$ cat src/inc/irq_prio_pkg.sv
// Purpose: Constants for the peripheral interrupt enable and priority block
// Assumes: 32-bit Avalon-MM slave, word addressed by byte offset
// Notes: Only low byte of each word is implemented
package irq_prio_pkg;
  localparam int ADDR_W = 4;
  localparam int DATA_W = 32;
  localparam int REG_W = 8;
  localparam logic [ADDR_W-1:0] OFS_ENABLE_SECOND = 4'h0;
  localparam logic [ADDR_W-1:0] OFS_PRIO_FIRST = 4'h4;
  localparam logic [ADDR_W-1:0] OFS_PRIO_SECOND = 4'h8;
  localparam logic [ADDR_W-1:0] OFS_CONTROL = 4'hC;
  localparam logic [REG_W-1:0] MASK_ENABLE_SECOND = 8'hA4;
  localparam logic [REG_W-1:0] MASK_PRIO_FIRST = 8'h77;
  localparam logic [REG_W-1:0] MASK_PRIO_SECOND = 8'hA4;
  localparam logic [REG_W-1:0] MASK_CONTROL = 8'h80;
  localparam logic [REG_W-1:0] RST_ENABLE_SECOND = 8'h00;
  localparam logic [REG_W-1:0] RST_PRIO_FIRST = 8'h77;
  localparam logic [REG_W-1:0] RST_PRIO_SECOND = 8'hA4;
  localparam logic [REG_W-1:0] RST_CONTROL = 8'h00;
  localparam int BIT_OSC_FAIL = 7;
  localparam int BIT_USB = 5;
  localparam int BIT_VOLT = 2;
  localparam int BIT_ADC = 6;
  localparam int BIT_SER_RX = 5;
  localparam int BIT_SER_TX = 4;
  localparam int BIT_CAPCMP = 2;
  localparam int BIT_TMR_MATCH = 1;
  localparam int BIT_TMR_OVF = 0;
  localparam int BIT_PRIO_EN = 7;
  localparam int N_FIRST = 6;
  localparam int N_SECOND = 3;
  localparam logic [DATA_W-REG_W-1:0] READ_PAD = 24'h000000;
endpackage

$ cat src/rtl/irq_mask_reg.sv
// Purpose: One masked 8-bit register with write strobe
// Assumes: Synchronous active-low reset
// Notes: Unimplemented bits stay at zero
`timescale 1ns/1ps
module irq_mask_reg #(
  parameter logic [7:0] MASK = 8'hFF,
  parameter logic [7:0] RST = 8'h00
) (
  input wire logic clk_sys,
  input wire logic rstn,
  input wire logic wr,
  input wire logic [7:0] wdata,
  output logic [7:0] value
);
  logic [7:0] value_q;
  wire [7:0] value_d = wr ? (wdata & MASK) : value_q;
  always_ff @(posedge clk_sys) begin
    if (!rstn) value_q <= RST & MASK;
    else value_q <= value_d;
  end
  assign value = value_q;
endmodule

$ cat src/rtl/periph_irq_enable_priority.sv
// Purpose: Peripheral interrupt enable and priority registers
// Assumes: Avalon-MM slave, one wait state on every access
// Notes: Priority outputs are qualified by the priority-levels enable
`timescale 1ns/1ps
module periph_irq_enable_priority (
  input wire logic clk_sys,
  input wire logic rstn,
  input wire logic [irq_prio_pkg::ADDR_W-1:0] avs_address,
  input wire logic avs_read,
  input wire logic avs_write,
  input wire logic [irq_prio_pkg::DATA_W-1:0] avs_writedata,
  input wire logic [3:0] avs_byteenable,
  output logic [irq_prio_pkg::DATA_W-1:0] avs_readdata,
  output logic avs_waitrequest,
  output logic osc_fail_irq_en,
  output logic usb_irq_en,
  output logic volt_detect_irq_en,
  output logic priority_levels_enable,
  output logic [irq_prio_pkg::N_FIRST-1:0] first_src_high_prio,
  output logic [irq_prio_pkg::N_SECOND-1:0] second_src_high_prio
);
  // Accept on second cycle so readdata comes from a flop
  localparam int N_REGS = 4;
  localparam int IDX_EN2 = 0;
  localparam int IDX_PR1 = 1;
  localparam int IDX_PR2 = 2;
  localparam int IDX_CTL = 3;
  logic ack_q;
  logic wait_q;
  logic [irq_prio_pkg::DATA_W-1:0] rdata_q;
  logic osc_q, usb_q, volt_q, plev_q;
  logic [irq_prio_pkg::N_FIRST-1:0] hp1_q;
  logic [irq_prio_pkg::N_SECOND-1:0] hp2_q;
  logic [irq_prio_pkg::REG_W-1:0] reg_val [N_REGS];
  logic [7:0] en2, pr1, pr2, ctl;

  // Address decode, shared by write strobes, read mux and checks
  function automatic logic [N_REGS-1:0] decode_ofs(
    input logic [irq_prio_pkg::ADDR_W-1:0] a
  );
    logic [N_REGS-1:0] hit;
    hit = '0;
    hit[IDX_EN2] = (a == irq_prio_pkg::OFS_ENABLE_SECOND);
    hit[IDX_PR1] = (a == irq_prio_pkg::OFS_PRIO_FIRST);
    hit[IDX_PR2] = (a == irq_prio_pkg::OFS_PRIO_SECOND);
    hit[IDX_CTL] = (a == irq_prio_pkg::OFS_CONTROL);
    return hit;
  endfunction

  // Per-register constants for the loop below
  function automatic logic [irq_prio_pkg::REG_W-1:0] mask_of(input int idx);
    logic [irq_prio_pkg::REG_W-1:0] m;
    case (idx)
      IDX_EN2: m = irq_prio_pkg::MASK_ENABLE_SECOND;
      IDX_PR1: m = irq_prio_pkg::MASK_PRIO_FIRST;
      IDX_PR2: m = irq_prio_pkg::MASK_PRIO_SECOND;
      default: m = irq_prio_pkg::MASK_CONTROL;
    endcase
    return m;
  endfunction
  function automatic logic [irq_prio_pkg::REG_W-1:0] rst_of(input int idx);
    logic [irq_prio_pkg::REG_W-1:0] r;
    case (idx)
      IDX_EN2: r = irq_prio_pkg::RST_ENABLE_SECOND;
      IDX_PR1: r = irq_prio_pkg::RST_PRIO_FIRST;
      IDX_PR2: r = irq_prio_pkg::RST_PRIO_SECOND;
      default: r = irq_prio_pkg::RST_CONTROL;
    endcase
    return r;
  endfunction

  wire req = avs_read | avs_write;
  wire ack_d = req & ~ack_q;
  // Write lands on the edge that ends the waitrequest-low cycle, so a held request writes once
  wire wr_ok = avs_write & ack_q & avs_byteenable[0];
  wire [N_REGS-1:0] sel = decode_ofs(avs_address);
  wire [N_REGS-1:0] reg_wr = sel & {N_REGS{wr_ok}};
  // Unmapped addresses read zero, writes dropped
  wire [7:0] rsel = sel[IDX_EN2] ? en2 :
                    sel[IDX_PR1] ? pr1 :
                    sel[IDX_PR2] ? pr2 :
                    sel[IDX_CTL] ? ctl : 8'h00;
  wire [irq_prio_pkg::DATA_W-1:0] rdata_d = (avs_read & ~ack_q) ?
      {irq_prio_pkg::READ_PAD, rsel} : rdata_q;
  // One masked register per word; masks hold dead bits at zero
  generate
    for (genvar g = 0; g < N_REGS; g++) begin : g_reg
      irq_mask_reg #(
        .MASK(mask_of(g)),
        .RST(rst_of(g))
      ) u_reg (
        .clk_sys(clk_sys),
        .rstn(rstn),
        .wr(reg_wr[g]),
        .wdata(avs_writedata[irq_prio_pkg::REG_W-1:0]),
        .value(reg_val[g])
      );
    end
  endgenerate
  assign en2 = reg_val[IDX_EN2];
  assign pr1 = reg_val[IDX_PR1];
  assign pr2 = reg_val[IDX_PR2];
  assign ctl = reg_val[IDX_CTL];
  wire plev = ctl[irq_prio_pkg::BIT_PRIO_EN];
  // Single-level mode treats every source as high priority
  wire [irq_prio_pkg::N_FIRST-1:0] hp1_raw = {pr1[irq_prio_pkg::BIT_ADC],
      pr1[irq_prio_pkg::BIT_SER_RX], pr1[irq_prio_pkg::BIT_SER_TX],
      pr1[irq_prio_pkg::BIT_CAPCMP], pr1[irq_prio_pkg::BIT_TMR_MATCH],
      pr1[irq_prio_pkg::BIT_TMR_OVF]};
  wire [irq_prio_pkg::N_SECOND-1:0] hp2_raw = {pr2[irq_prio_pkg::BIT_OSC_FAIL],
      pr2[irq_prio_pkg::BIT_USB], pr2[irq_prio_pkg::BIT_VOLT]};
  wire [irq_prio_pkg::N_FIRST-1:0] hp1_d = plev ? hp1_raw : {irq_prio_pkg::N_FIRST{1'b1}};
  wire [irq_prio_pkg::N_SECOND-1:0] hp2_d = plev ? hp2_raw : {irq_prio_pkg::N_SECOND{1'b1}};
  always_ff @(posedge clk_sys) begin
    if (!rstn) begin
      ack_q <= 1'b0;
      wait_q <= 1'b1;
      rdata_q <= '0;
      osc_q <= 1'b0;
      usb_q <= 1'b0;
      volt_q <= 1'b0;
      plev_q <= 1'b0;
      hp1_q <= '1;
      hp2_q <= '1;
    end else begin
      ack_q <= ack_d;
      wait_q <= ~ack_d;
      rdata_q <= rdata_d;
      osc_q <= en2[irq_prio_pkg::BIT_OSC_FAIL];
      usb_q <= en2[irq_prio_pkg::BIT_USB];
      volt_q <= en2[irq_prio_pkg::BIT_VOLT];
      plev_q <= plev;
      hp1_q <= hp1_d;
      hp2_q <= hp2_d;
    end
  end
  // Waitrequest high while idle too; legal for Avalon and keeps it a flop
  assign avs_waitrequest = wait_q;
  assign avs_readdata = rdata_q;
  assign osc_fail_irq_en = osc_q;
  assign usb_irq_en = usb_q;
  assign volt_detect_irq_en = volt_q;
  assign priority_levels_enable = plev_q;
  assign first_src_high_prio = hp1_q;
  assign second_src_high_prio = hp2_q;

  property p_unimpl_zero;
    @(posedge clk_sys) disable iff (!rstn)
      ((en2 & ~irq_prio_pkg::MASK_ENABLE_SECOND) == 8'h00) &&
      ((pr1 & ~irq_prio_pkg::MASK_PRIO_FIRST) == 8'h00) &&
      ((pr2 & ~irq_prio_pkg::MASK_PRIO_SECOND) == 8'h00) &&
      ((ctl & ~irq_prio_pkg::MASK_CONTROL) == 8'h00);
  endproperty
  a_unimpl_zero: assert property (p_unimpl_zero) else $error("unimplemented bit set");
  property p_read_pad;
    @(posedge clk_sys) disable iff (!rstn)
      avs_readdata[irq_prio_pkg::DATA_W-1:irq_prio_pkg::REG_W] == irq_prio_pkg::READ_PAD;
  endproperty
  a_read_pad: assert property (p_read_pad) else $error("upper read bits not zero");
  property p_en_write;
    @(posedge clk_sys) disable iff (!rstn)
      reg_wr[IDX_EN2] |=> ##1
        (osc_fail_irq_en == $past(avs_writedata[irq_prio_pkg::BIT_OSC_FAIL], 2)) &&
        (usb_irq_en == $past(avs_writedata[irq_prio_pkg::BIT_USB], 2));
  endproperty
  a_en_write: assert property (p_en_write) else $error("enable write not seen");
  property p_volt_write;
    @(posedge clk_sys) disable iff (!rstn)
      reg_wr[IDX_EN2] |=> ##1
        (volt_detect_irq_en == $past(avs_writedata[irq_prio_pkg::BIT_VOLT], 2));
  endproperty
  a_volt_write: assert property (p_volt_write) else $error("voltage enable wrong");
  property p_single_level;
    @(posedge clk_sys) disable iff (!rstn)
      !priority_levels_enable |-> (first_src_high_prio == '1) &&
                                  (second_src_high_prio == '1);
  endproperty
  a_single_level: assert property (p_single_level) else $error("priority used when off");
  property p_first_map;
    @(posedge clk_sys) disable iff (!rstn)
      plev ##1 plev |-> first_src_high_prio == {$past(pr1[irq_prio_pkg::BIT_ADC]),
          $past(pr1[irq_prio_pkg::BIT_SER_RX]), $past(pr1[irq_prio_pkg::BIT_SER_TX]),
          $past(pr1[irq_prio_pkg::BIT_CAPCMP]), $past(pr1[irq_prio_pkg::BIT_TMR_MATCH]),
          $past(pr1[irq_prio_pkg::BIT_TMR_OVF])};
  endproperty
  a_first_map: assert property (p_first_map) else $error("first priority map wrong");
  property p_second_map;
    @(posedge clk_sys) disable iff (!rstn)
      plev ##1 plev |-> second_src_high_prio == {$past(pr2[irq_prio_pkg::BIT_OSC_FAIL]),
          $past(pr2[irq_prio_pkg::BIT_USB]), $past(pr2[irq_prio_pkg::BIT_VOLT])};
  endproperty
  a_second_map: assert property (p_second_map) else $error("second priority map wrong");
  property p_reset_vals;
    @(posedge clk_sys) $rose(rstn) |-> (en2 == irq_prio_pkg::RST_ENABLE_SECOND) &&
      (pr1 == irq_prio_pkg::RST_PRIO_FIRST) && (pr2 == irq_prio_pkg::RST_PRIO_SECOND) &&
      (ctl == irq_prio_pkg::RST_CONTROL);
  endproperty
  a_reset_vals: assert property (p_reset_vals) else $error("reset values wrong");
  property p_reset_out;
    @(posedge clk_sys) !rstn |=> avs_waitrequest && !osc_fail_irq_en && !usb_irq_en &&
      !volt_detect_irq_en && !priority_levels_enable && (&first_src_high_prio) &&
      (&second_src_high_prio);
  endproperty
  a_reset_out: assert property (p_reset_out) else $error("reset outputs wrong");
  property p_levels;
    @(posedge clk_sys) disable iff (!rstn)
      reg_wr[IDX_CTL] |=> ##1
        priority_levels_enable == $past(avs_writedata[irq_prio_pkg::BIT_PRIO_EN], 2);
  endproperty
  a_levels: assert property (p_levels) else $error("levels enable wrong");
  property p_byte_drop;
    @(posedge clk_sys) disable iff (!rstn)
      (avs_write && !avs_byteenable[0]) |=> ##1
        $stable(en2) && $stable(pr1) && $stable(pr2) && $stable(ctl);
  endproperty
  a_byte_drop: assert property (p_byte_drop) else $error("masked write changed a register");
  property p_unmapped;
    @(posedge clk_sys) disable iff (!rstn)
      (avs_write && (decode_ofs(avs_address) == '0)) |=> ##1
        $stable(en2) && $stable(pr1) && $stable(pr2) && $stable(ctl);
  endproperty
  a_unmapped: assert property (p_unmapped) else $error("unmapped write changed a register");
  property p_wait_one;
    @(posedge clk_sys) disable iff (!rstn)
      (req && avs_waitrequest) |=> !avs_waitrequest ##1 avs_waitrequest;
  endproperty
  a_wait_one: assert property (p_wait_one) else $error("waitrequest timing wrong");
endmodule

$ cat config.mk
export PLATFORM = sky130hd
export DESIGN_NAME = periph_irq_enable_priority
export DESIGN_NICKNAME = d
export VERILOG_FILES = /design/src/inc/irq_prio_pkg.sv /design/src/rtl/irq_mask_reg.sv /design/src/rtl/periph_irq_enable_priority.sv
export SDC_FILE = /design/constraint.sdc
export NUM_CORES = 1
export LEC_CHECK = 0
export BUFFER_PORTS_ARGS = -buffer_cell sky130_fd_sc_hd__buf_4
export CAP_MARGIN = 20
export CORE_UTILIZATION = 35
export DETAILED_ROUTE_END_ITERATION = 10
export PLACE_DENSITY = 0.69
export SLEW_MARGIN = 20
export SYNTH_ARGS = -nofsm -noshare
export SYNTH_HDL_FRONTEND = slang
export SYNTH_SLANG_ARGS = --single-unit
$ cat constraint.sdc
create_clock -name clk_sys -period 1.8 [get_ports clk_sys]
set_input_delay 0.09 -clock clk_sys [delete_from_list [all_inputs] [get_ports clk_sys]]
set_output_delay 0.09 -clock clk_sys [all_outputs]
set_load 0.01 [all_outputs]
Yosys cells after proc, flatten, opt, wreduce, memory -nomap -nowiden
Index checks and enable logic that the tools add are counted.
Storage, ports and cells
  flip-flop bits (word level): 36
  input port bits: 44
  output and inout port bits: 46
  logic and storage cells: 30
Operators by class
  equality and inequality tests: 3
  multiplexer cells: 4
  bitwise gates (word level): 8
  reduce and logical (&&, ||, !) cells: 2
Operators by type and width (number)
  $mux 8: 4
  $eq 4x4->1 const B: 2
  $and 1x1->1: 4
  $and 4x4->4: 1
  $eq 4x3->1 const B: 1
  $logic_not 4->1: 1
  $not 1->1: 2
  $reduce_and 2->1: 1
  $or 1x1->1: 1

Longest topological paths before layout
Gate-level depths: netlist (run 1).
  word-level depth: 5
  depth in mapped cells: 4

By module
Synthesis (run 1) repeated with hierarchy kept, for this count alone.
Second synthesis, totals
  cell total of the unflattened synthesis: 181
  area, all modules: 1755.4 um^2
Modules (own cells, without submodules)
  periph_irq_enable_priority: times used 1, cells an instance 118, area each 1137.3 um^2, sequential area each 460.4 um^2
  irq_mask_reg (g_reg[1].u_reg): times used 1, cells an instance 22, area each 232.7 um^2, sequential area each 120.1 um^2
  irq_mask_reg (g_reg[0].u_reg): times used 1, cells an instance 15, area each 150.1 um^2, sequential area each 60.1 um^2
  irq_mask_reg (g_reg[2].u_reg): times used 1, cells an instance 15, area each 142.6 um^2, sequential area each 60.1 um^2
  irq_mask_reg (g_reg[3].u_reg): times used 1, cells an instance 11, area each 92.6 um^2, sequential area each 20.0 um^2

Worst setup path after synthesis (run 1)
Ideal clock, no wire load.
  path type: in2reg
  start point: input avs_address[3] (netlist bit)
  end point: register g_reg[1].u_reg.value_q[2]
  setup time: 0.136 ns
  arrival time: 0.980 ns
  required time: 1.664 ns
  slack: 0.685 ns
  stages: 4
  buffers on the path: 1
  path through: buf_6 > or4b_4 > o21ai_1 > nand3_1
Between the ends
  word-level cells in the longest chain between the ends: 2
Ends and longest elaborated chain
  from (decl): RTL line periph_irq_enable_priority.sv:8  | input wire logic [irq_prio_pkg::ADDR_W-1:0] avs_address,
  $eq 4x3->1: RTL line periph_irq_enable_priority.sv:44  | hit[IDX_PR1] = (a == irq_prio_pkg::OFS_PRIO_FIRST);
  $and 4x4->4: RTL line periph_irq_enable_priority.sv:77  | wire [N_REGS-1:0] reg_wr = sel & {N_REGS{wr_ok}};
  to (signal assigned): RTL line irq_mask_reg.sv:18  | if (!rstn) value_q <= RST & MASK;
  to (signal assigned): RTL line irq_mask_reg.sv:19  | else value_q <= value_d;
  to (decl): RTL line irq_mask_reg.sv:15  | logic [7:0] value_q;
Every way passes these cells.
A chain may end at the register's enable or synchronous reset.

Worst setup path in the final report (run 1)
  start point: register ack_q
  end point: register g_reg[1].u_reg.value_q[5]
Between the ends
  word-level cells in the longest chain between the ends: 3
Ends and longest elaborated chain
  from (decl): RTL line periph_irq_enable_priority.sv:28  | logic ack_q;
  from (signal assigned): RTL line periph_irq_enable_priority.sv:126  | ack_q <= ack_d;
  $and 1x1->1 (2 in a row): RTL line periph_irq_enable_priority.sv:75  | wire wr_ok = avs_write & ack_q & avs_byteenable[0];
  $and 4x4->4: RTL line periph_irq_enable_priority.sv:77
Every way passes these cells.

==> results of run 1 <==
[sequential cells by signal, indices dropped and copies added, names as in the netlist]
register and count:
avs_readdata 7, first_src_high_prio 6, priority_levels_enable 1, g.u_reg.value 13, usb_irq_en 1, osc_fail_irq_en 1
avs_waitrequest 1, ack_q 1, volt_detect_irq_en 1, second_src_high_prio 3
[kinds of logic after synthesis]
kind of cell	Yosys count	synth area share [%]
DFF	35	46.0
muxes	5	3.37
and+or+nand+nor	61	24.0
AOI/OAI and AO/OA	24	10.3
other	1	0.246
buffers and inverters	37	16.1
[layout make-up]
cell class / instances / share of cell area [%]
clock buffer: 7 / 5.24
clock inverter: 1 / 0.408
inverter: 5 / 1.02
multi-input combinational: 115 / 36.3
sequential: 35 / 38.1
tap: 50 / 3.40
timing repair buffer: 38 / 15.5
[path summary, 6_finish.rpt]
kind                                                to  depth (start not counted)  slack [ps]
setup / recovery  g_reg[1].u_reg.value[5]$_SDFFE_PN1P_                          3         630
hold / removal    g_reg[1].u_reg.value[0]$_SDFFE_PN1P_                          3          30
hold reg to reg           avs_readdata[6]$_SDFFE_PN0P_                          2         450
setup reg to reg  g_reg[1].u_reg.value[5]$_SDFFE_PN1P_                          3         630
[cell usage after synthesis (all sizes together)]
cell    count  share of area [%]
a22o        2                1.2
nand2       8                2.0
a21boi      7                3.5
and2        3                1.2
o21ai      10                3.3
nor4        1               0.82
nor4b       1                1.6
clkbuf      4               0.99
nand2b      3                1.2
nand4       1               0.41
and3        1               0.41
or4         1               0.74
or4b        1               0.90
o211ai      1               0.49
dfxtp      35                 46
buf        28                 14
mux2i       4                2.6
a32oi       1               0.58
a21oi       1               0.33
or2         7                2.9
nor2        3               0.74
inv         5                1.2
conb        1               0.25
o31ai       2               0.99
nand3      23                7.6
and4b       1               0.66
nor2b       7                2.9
mux2        1               0.74
[per-stage QoR]
stage / hold slack [ps] / power, mW / utilization, %
2_1_floorplan: 229 / 0.925 / -
3_3_place_gp: 329 / 0.939 / 42.4
3_5_place_dp: 331 / 0.941 / 42.4
4_1_cts: 36.1 / 1.57 / 45.0
5_1_grt: 56.6 / 1.62 / 45.0
6_report: 34.6 / 1.56 / 45.0
[power groups by stage]
stage	clock, mW	combinational [mW]	sequential (mW)
global placement	0	0.134	0.806
floorplan	0	0.117	0.808
CTS	0.644	0.135	0.788
detailed placement	0	0.135	0.806
global route	0.679	0.149	0.789
finish	0.633	0.135	0.788
[worst register-to-register path, cell delays in order (launching register included)]
cell	delay, ps
dfxtp_1	380
nand3_1	310
o21ai_1	260
nand3_1	100
[metal layers]
layer	share of wire [%]	up-vias
met5	0	-
met4	1.3	0
met3	7.2	5
met2	45	49
met1	47	511
li1	-	574
==> impl_results.html, run 1 <==
<table>
<tr><th>Metric</th><th>Value</th></tr>
<tr><th colspan="2">Worst setup path</th></tr>
<tr><td>Top Family by Delay on Critical Path</td><td>simple AND/OR/NAND/NOR gates</td></tr>
<tr><td>Reg-to-Reg Start</td><td>ack_q$_SDFF_PN0_</td></tr>
<tr><td>Required time at the endpoint of the critical path</td><td>1960 ps</td></tr>
<tr><td>Number of buffer and inverter stages on the critical path</td><td>0</td></tr>
<tr><td>Critical path fanouts, max</td><td>9</td></tr>
<tr><td>Slowest cell on the critical path</td><td>dfxtp_1</td></tr>
<tr><td>Delay of the slowest cell on the worst path</td><td>approximately 380 ps</td></tr>
<tr><td>Most common cell type on the critical path</td><td>nand3_1</td></tr>
<tr><td>Critical Path End Type</td><td>flop</td></tr>
<tr><td>Startpoint Class</td><td>flop</td></tr>
<tr><td>Chain of cells forming the critical path</td><td>nand3_1 -&gt; o21ai_1 -&gt; nand3_1</td></tr>
<tr><td>Arrival time of data at the critical path endpoint</td><td>1330 ps</td></tr>
<tr><td>CP Launch Point</td><td>ack_q$_SDFF_PN0_</td></tr>
<tr><td>Setup CP Type</td><td>flop to flop</td></tr>
<tr><th colspan="2">STA</th></tr>
<tr><td>Setup tns final</td><td>0 ps</td></tr>
<tr><td>Final slew viol count</td><td>0</td></tr>
<tr><td>Worst slew margin</td><td>around 61%</td></tr>
<tr><td>RSZ-0062 raised after global routing</td><td>no</td></tr>
<tr><td>Period utilization</td><td>64.9%</td></tr>
<tr><td>Shortest clock period the worst path allows after layout</td><td>1170 ps</td></tr>
<tr><td>Transition time of the tightest slew-check pin</td><td>around 580 ps</td></tr>
<tr><td>Final hold viol count</td><td>0</td></tr>
<tr><td>Setup slack after layout</td><td>631 ps</td></tr>
<tr><td>Maximum frequency from static timing analysis</td><td>~860 MHz</td></tr>
<tr><td>Setup violations, final</td><td>0</td></tr>
<tr><td>Setup skew after layout</td><td>2.47 ps</td></tr>
<tr><th colspan="2">Detailed routing</th></tr>
<tr><td>Wire length reported by the detailed router</td><td>2960 um</td></tr>
<tr><td>First-pass iteration count of the detailed router</td><td>4</td></tr>
<tr><td>Vias</td><td>1139</td></tr>
<tr><td>Via-to-Cell Ratio</td><td>4.54</td></tr>
<tr><td>Number of routed nets with antenna violations</td><td>0</td></tr>
<tr><td>Number of design rule violations left after detail routing</td><td>0</td></tr>
<tr><td>Routed wirelength normalized by instance count</td><td>11.8 um</td></tr>
<tr><td>DRC violation total after the first TritonRoute iteration</td><td>41</td></tr>
<tr><th colspan="2">Clocking</th></tr>
<tr><td>CTS HTree Levels</td><td>2</td></tr>
<tr><td>Number of buffers added by the clock tree synthesis step</td><td>5</td></tr>
<tr><td>CTS clk-pin slew, worst paths</td><td>70 ps</td></tr>
<tr><td>Count of buffers added by post-CTS timing repair for setup</td><td>0</td></tr>
<tr><td>Clock root buffer</td><td>clkbuf_8</td></tr>
<tr><td>Clock net sink count</td><td>35</td></tr>
<tr><td>Clk buf depth</td><td>2</td></tr>
<tr><td>Clock latency on the worst-skew pair</td><td>290 ps</td></tr>
<tr><td>Clock tree from TritonCTS</td><td>done</td></tr>
<tr><td>Hold-fix buffer count after cts</td><td>0</td></tr>
<tr><td>Post-CTS sizing</td><td>0</td></tr>
<tr><th colspan="2">Die</th></tr>
<tr><td>Full die area</td><td>4620 um2</td></tr>
<tr><td>Vert. Die Dim</td><td>68.0 um</td></tr>
<tr><td>Placeable core region</td><td>4090 um2</td></tr>
<tr><td>Starting Density</td><td>between 30% and 40%</td></tr>
<tr><td>Num rows</td><td>23</td></tr>
<tr><td>Die X-Extent</td><td>68.0 um</td></tr>
<tr><td>I/O pins</td><td>90</td></tr>
<tr><th colspan="2">Synth</th></tr>
<tr><td>Synth Warn #</td><td>0</td></tr>
<tr><td>Cell area after technology mapping</td><td>1520 um2</td></tr>
<tr><td>Synthesized flop and latch total</td><td>35</td></tr>
<tr><td>Synthesized area per cell</td><td>9.34 um2</td></tr>
<tr><td>Number of different library cells in the post-synthesis netlist</td><td>32</td></tr>
<tr><td>Post-synthesis sequential area ratio</td><td>about 46%</td></tr>
<tr><td>Mapped Cells</td><td>roughly 160</td></tr>
<tr><th colspan="2">Hold path</th></tr>
<tr><td>Hold Crit Class</td><td>input port to flop</td></tr>
<tr><td>Start point of the worst min-delay path</td><td>avs_writedata[0]</td></tr>
<tr><th colspan="2">Global routing</th></tr>
<tr><td>Routing usage on met3</td><td>4.33%</td></tr>
<tr><td>Top Usage Layer GRT</td><td>met2</td></tr>
<tr><td>Via count of the first global-routing pass</td><td>964</td></tr>
<tr><td>GRT Resource Usage Total</td><td>13.9%</td></tr>
<tr><td>Met1 capacity usage during global routing</td><td>about a fifth</td></tr>
<tr><td>Maximum number of pins on one net before global-route repair</td><td>30</td></tr>
<tr><td>Global-route wire length before repair</td><td>roughly 4600 um</td></tr>
<tr><td>Met2 Usage GRT</td><td>around a fifth</td></tr>
<tr><td>Total grt overflow</td><td>0</td></tr>
<tr><td>Number of antenna violations at the first check in global routing</td><td>0</td></tr>
<tr><th colspan="2">Placement</th></tr>
<tr><td># placed instances</td><td>approximately 240</td></tr>
<tr><td>Input/output buffers</td><td>36</td></tr>
<tr><td>Instance area at placement</td><td>1730 um2</td></tr>
<tr><td>Global placement routability congestion</td><td>0.754</td></tr>
<tr><td>Setup WS pre-CTS</td><td>562 ps</td></tr>
<tr><td>Post-detailed-placement half-perimeter wirelength</td><td>2090 um</td></tr>
<tr><th colspan="2">Status</th></tr>
<tr><td>Run status</td><td>finished clean</td></tr>
<tr><th colspan="2">Power and ir drop</th></tr>
<tr><td>Seq pwr share</td><td>around half</td></tr>
<tr><td>Cell Pwr Density</td><td>~850 nW/um2</td></tr>
<tr><td>Clock Power Share</td><td>between 40% and 50%</td></tr>
<tr><td>Largest vdd supply drop</td><td>around 380 uV</td></tr>
<tr><td>Logic pwr share</td><td>8.7%</td></tr>
<tr><td>Cell Int Power</td><td>1.18 mW</td></tr>
<tr><td>Switching power share of the total</td><td>24.0%</td></tr>
<tr><td>Leakage component of the power</td><td>0.787 nW</td></tr>
<tr><td>Switching Power</td><td>around 0.37 mW</td></tr>
<tr><th colspan="2">Cells and area</th></tr>
<tr><td>Area of the multi-input gates</td><td>around 670 um2</td></tr>
<tr><td>Final std cells w/o fill</td><td>251</td></tr>
<tr><td>Fill count</td><td>422</td></tr>
<tr><td>Final net count</td><td>244</td></tr>
<tr><td>Antenna Diode Count</td><td>0</td></tr>
<tr><td>Layout cells sized above 1</td><td>28.9%</td></tr>
<tr><td>Most frequent standard cell in the layout excluding fill and tap cells</td><td>buf_4</td></tr>
<tr><td>Leading cell types in the layout, fill and taps excluded</td><td>buf_4 (38), dfxtp_1 (35), conb_1 (25)</td></tr>
<tr><td>Layout-stage area growth over the synthesis result</td><td>20.7%</td></tr>
<tr><td>Register area</td><td>701 um2</td></tr>
<tr><td>Total non-filler cell area in the finished layout</td><td>1840 um2</td></tr>
<tr><th colspan="2">Run</th></tr>
<tr><td>Max Cap Violations</td><td>0</td></tr>
</table>
No activity file was read; power rests on OpenSTA's default activity.
==> run 2: changes to the inputs <==
--- a/config.mk
+++ b/config.mk
@@ -9,7 +9,7 @@
 export CAP_MARGIN = 20
 export CORE_UTILIZATION = 35
 export DETAILED_ROUTE_END_ITERATION = 10
-export PLACE_DENSITY = 0.69
+export PLACE_DENSITY = 0.71
 export SLEW_MARGIN = 20
 export SYNTH_ARGS = -nofsm -noshare
 export SYNTH_HDL_FRONTEND = slang
==> constraint.sdc (replaced) <==
create_clock -name clk_sys -period 0.95 [get_ports clk_sys]
set_input_delay 0.0475 -clock clk_sys [delete_from_list [all_inputs] [get_ports clk_sys]]
set_output_delay 0.0475 -clock clk_sys [all_outputs]
set_load 0.01 [all_outputs]
==> run 2 against run 1 <==
Against the previous run:
- the run now ends with negative setup slack left
- power grew 86%
- non-clock buffer count grew 15
- hold slack lost 30 ps
- via count grew 4.4%
- die area is the same
- clock power grew 71%
- critical endpoint is now g_reg[2].u_reg.value[5]$_SDFFE_PN1P_
==> impl_results.html, run 2 (same netlist as run 1, synthesis figures left out) <==
<table>
<tr><th>Metric</th><th>Value</th></tr>
<tr><th colspan="2">Detailed routing</th></tr>
<tr><td>Via-to-Cell Ratio</td><td>4.49 (-1.1%)</td></tr>
<tr><td>Wire length reported by the detailed router</td><td>3140 um (+6.1%)</td></tr>
<tr><td>First-pass iteration count of the detailed router</td><td>3 (-1)</td></tr>
<tr><td>Number of routed nets with antenna violations</td><td>0 (unchanged)</td></tr>
<tr><td>Vias</td><td>1189 (+4.4%)</td></tr>
<tr><td>Routed wirelength normalized by instance count</td><td>11.9 um (+0.54%)</td></tr>
<tr><td>DRC violation total after the first TritonRoute iteration</td><td>17 (-59%)</td></tr>
<tr><td>Number of design rule violations left after detail routing</td><td>0 (unchanged)</td></tr>
<tr><th colspan="2">Global routing</th></tr>
<tr><td>Total grt overflow</td><td>0 (unchanged)</td></tr>
<tr><td>Global-route wire length before repair</td><td>4930 um (+6.6%)</td></tr>
<tr><td>Maximum number of pins on one net before global-route repair</td><td>29 (-3.3%)</td></tr>
<tr><td>Via count of the first global-routing pass</td><td>1084 (+12%)</td></tr>
<tr><td>Number of antenna violations at the first check in global routing</td><td>0 (unchanged)</td></tr>
<tr><td>GRT Resource Usage Total</td><td>14.8% (+0.84 points)</td></tr>
<tr><th colspan="2">Die</th></tr>
<tr><td>Full die area</td><td>4620 um2 (unchanged)</td></tr>
<tr><td>Placeable core region</td><td>4090 um2 (unchanged)</td></tr>
<tr><td>Num rows</td><td>23 (unchanged)</td></tr>
<tr><td>I/O pins</td><td>90 (unchanged)</td></tr>
<tr><td>Starting Density</td><td>37.3% (unchanged)</td></tr>
<tr><td>Vert. Die Dim</td><td>68.0 um (unchanged)</td></tr>
<tr><td>Die X-Extent</td><td>68.0 um (unchanged)</td></tr>
<tr><th colspan="2">Clocking</th></tr>
<tr><td>Clock latency on the worst-skew pair</td><td>290 ps (about the same)</td></tr>
<tr><td>Count of buffers added by post-CTS timing repair for setup</td><td>0 (unchanged)</td></tr>
<tr><td>Number of buffers added by the clock tree synthesis step</td><td>5 (unchanged)</td></tr>
<tr><td>Clk buf depth</td><td>2 (unchanged)</td></tr>
<tr><td>CTS HTree Levels</td><td>2 (unchanged)</td></tr>
<tr><td>CTS clk-pin slew, worst paths</td><td>70 ps (about the same)</td></tr>
<tr><td>Clock net sink count</td><td>35 (unchanged)</td></tr>
<tr><td>Clock tree from TritonCTS</td><td>done</td></tr>
<tr><td>Clock root buffer</td><td>clkbuf_8</td></tr>
<tr><th colspan="2">Cells and area</th></tr>
<tr><td>Total non-filler cell area in the finished layout</td><td>2030 um2 (+10%)</td></tr>
<tr><td>End-of-flow core utilization</td><td>49.7% (+4.7 points)</td></tr>
<tr><td>Final std cells w/o fill</td><td>265 (+5.6%)</td></tr>
<tr><td>Final net count</td><td>259 (+6.1%)</td></tr>
<tr><td>Layout-stage area growth over the synthesis result</td><td>33.4%</td></tr>
<tr><td>Antenna Diode Count</td><td>0 (unchanged)</td></tr>
<tr><td>Layout cells sized above 1</td><td>39.5% (+11 points)</td></tr>
<tr><td>Most frequent standard cell in the layout excluding fill and tap cells</td><td>buf_4</td></tr>
<tr><td>Flip-flop count of the largest register after layout</td><td>13 (unchanged)</td></tr>
<tr><td>Leading cell types in the layout, fill and taps excluded</td><td>buf_4 (47), dfxtp_1 (32), conb_1 (25)</td></tr>
<tr><th colspan="2">Worst setup path</th></tr>
<tr><td>Startpoint Class</td><td>flop</td></tr>
<tr><td>Arrival time of data at the critical path endpoint</td><td>1300 ps (-30 ps)</td></tr>
<tr><td>Critical Path End Type</td><td>flop</td></tr>
<tr><td>Required time at the endpoint of the critical path</td><td>1160 ps (-800 ps)</td></tr>
<tr><td>Setup CP Type</td><td>flop to flop</td></tr>
<tr><td>Critical path fanouts, max</td><td>4 (-5)</td></tr>
<tr><th colspan="2">Power and ir drop</th></tr>
<tr><td>Logic pwr share</td><td>11.3% (+2.6 points)</td></tr>
<tr><td>Post-layout total power</td><td>2.90 mW (+86%)</td></tr>
<tr><td>Switching power share of the total</td><td>23.9% (-0.040 points)</td></tr>
<tr><td>Switching Power</td><td>0.694 mW (+86%)</td></tr>
<tr><td>Clock Power Share</td><td>37.1% (-3.6 points)</td></tr>
<tr><td>Largest vdd supply drop</td><td>625 uV (+65%)</td></tr>
<tr><td>Leakage component of the power</td><td>0.886 nW (+13%)</td></tr>
<tr><td>Cell Int Power</td><td>2.21 mW (+87%)</td></tr>
<tr><td>Seq pwr share</td><td>51.6% (+1.0 points)</td></tr>
<tr><td>Cell Pwr Density</td><td>1430 nW/um2 (+69%)</td></tr>
<tr><th colspan="2">Placement</th></tr>
<tr><td>Global placement routability congestion</td><td>0.731 (-3.1%)</td></tr>
<tr><td>Instance area at placement</td><td>1840 um2 (+6.1%)</td></tr>
<tr><td># placed instances</td><td>255 (+4.9%)</td></tr>
<tr><td>Input/output buffers</td><td>36 (unchanged)</td></tr>
<tr><td>Post-detailed-placement half-perimeter wirelength</td><td>2190 um (+5.0%)</td></tr>
<tr><th colspan="2">STA</th></tr>
<tr><td>Period utilization</td><td>115% (+50 points)</td></tr>
<tr><td>Smallest hold slack</td><td>4.94 ps (-29.6 ps)</td></tr>
<tr><td>Setup skew after layout</td><td>5.84 ps (+3.37 ps)</td></tr>
<tr><td>Maximum frequency from static timing analysis</td><td>916 MHz (+7.1%)</td></tr>
<tr><td>Final hold viol count</td><td>0 (unchanged)</td></tr>
<tr><td>Shortest clock period the worst path allows after layout</td><td>1090 ps (-77.2 ps)</td></tr>
<tr><td>RSZ-0062 raised after global routing</td><td>yes</td></tr>
<tr><td>Setup violations, final</td><td>14 (+14)</td></tr>
<tr><td>Final slew viol count</td><td>0 (unchanged)</td></tr>
<tr><td>Setup slack after layout</td><td>-141 ps (-773 ps)</td></tr>
<tr><th colspan="2">Hold path</th></tr>
<tr><td>Hold Crit Class</td><td>input port to flop</td></tr>
<tr><th colspan="2">Run</th></tr>
<tr><td>Max Cap Violations</td><td>0 (unchanged)</td></tr>
<tr><th colspan="2">Status</th></tr>
<tr><td>Run status</td><td>finished with violations</td></tr>
<tr><td>Violated checks</td><td>negative setup slack</td></tr>
</table>
-- run 2: cell count changes in the layout (fill, tap and decap cells not counted), moves of 3 or more --
cell | before | now
buf_4 | 38 | 47
dfxtp_1 | 35 | 32
dfxtp_2 | 0 | 3
dlygate4sd3_1 | 0 | 3
nand3_1 | 23 | 20
nand3_2 | 0 | 3
o21ai_2 | 0 | 3
-- run 2: worst max-delay path: stages, from the launching register on --
cell and delay, ps:
dfxtp_2 350, and3_4 180, and4b_2 290, mux2i_1 200
-- run 2: path summary, 6_finish.rpt --
check                                             startpoint                              endpoint  slack (ps)  cells past startpoint
worst max-delay path                        ack_q$_SDFF_PN0_  g_reg[2].u_reg.value[5]$_SDFFE_PN1P_        -140                      3
worst min-delay path                        avs_writedata[6]  g_reg[1].u_reg.value[6]$_SDFFE_PN1P_           5                      3
worst max register to register              ack_q$_SDFF_PN0_  g_reg[2].u_reg.value[5]$_SDFFE_PN1P_        -140                      3
worst min register to register  avs_readdata[1]$_SDFFE_PN0P_          avs_readdata[1]$_SDFFE_PN0P_         460                      2
-- run 2: per-layer routing --
| metal | up-vias | global-route usage [%] | part of all wire, % |
|---|---|---|---|
| met3 | 5 | 5.50 | 6.8 |
| met1 | 529 | 17.6 | 45 |
| li1 | 606 | - | - |
| met4 | 0 | 5.47 | 1.1 |
| met5 | - | 0 | 0 |
| met2 | 49 | 23.9 | 47 |
-- run 2: area by class of cell --
class                   instances  area, um2
repair buffers                 53        425
flip-flops and latches         35        704
fillers                       401       2060
inverters                       5       18.8
well taps                      50       62.6
multi-input cells             115        732
clock buffers                   6       82.6
clock inverters                 1       5.00
-- run 2: metrics by stage --
stage / setup WS, ps / setup TNS, ps
after CTS: -119 / -760
after global routing: -196 / -1950
after detailed placement: -162 / -2370
after floorplan: -71.3 / -876
after global placement: -135 / -2090
final: -141 / -925
-- run 2: repair_timing --
| item | CTS | global route |
|---|---|---|
| gates resized for setup | 10 | 11 |
| hold endpoints to repair | 3 | 0 |
| pin swaps | 7 | 2 |
| setup endpoints to repair | 21 | 21 |
| hold buffers | 3 | 0 |
-- run 2: power by group through the flow --
stage / logic [mW] / registers, mW / clock network [mW]
detailed placement: 0.292 / 1.53 / 0
CTS: 0.319 / 1.50 / 1.10
global placement: 0.290 / 1.53 / 0
global route: 0.357 / 1.50 / 1.16
finish: 0.328 / 1.50 / 1.08
floorplan: 0.224 / 1.53 / 0
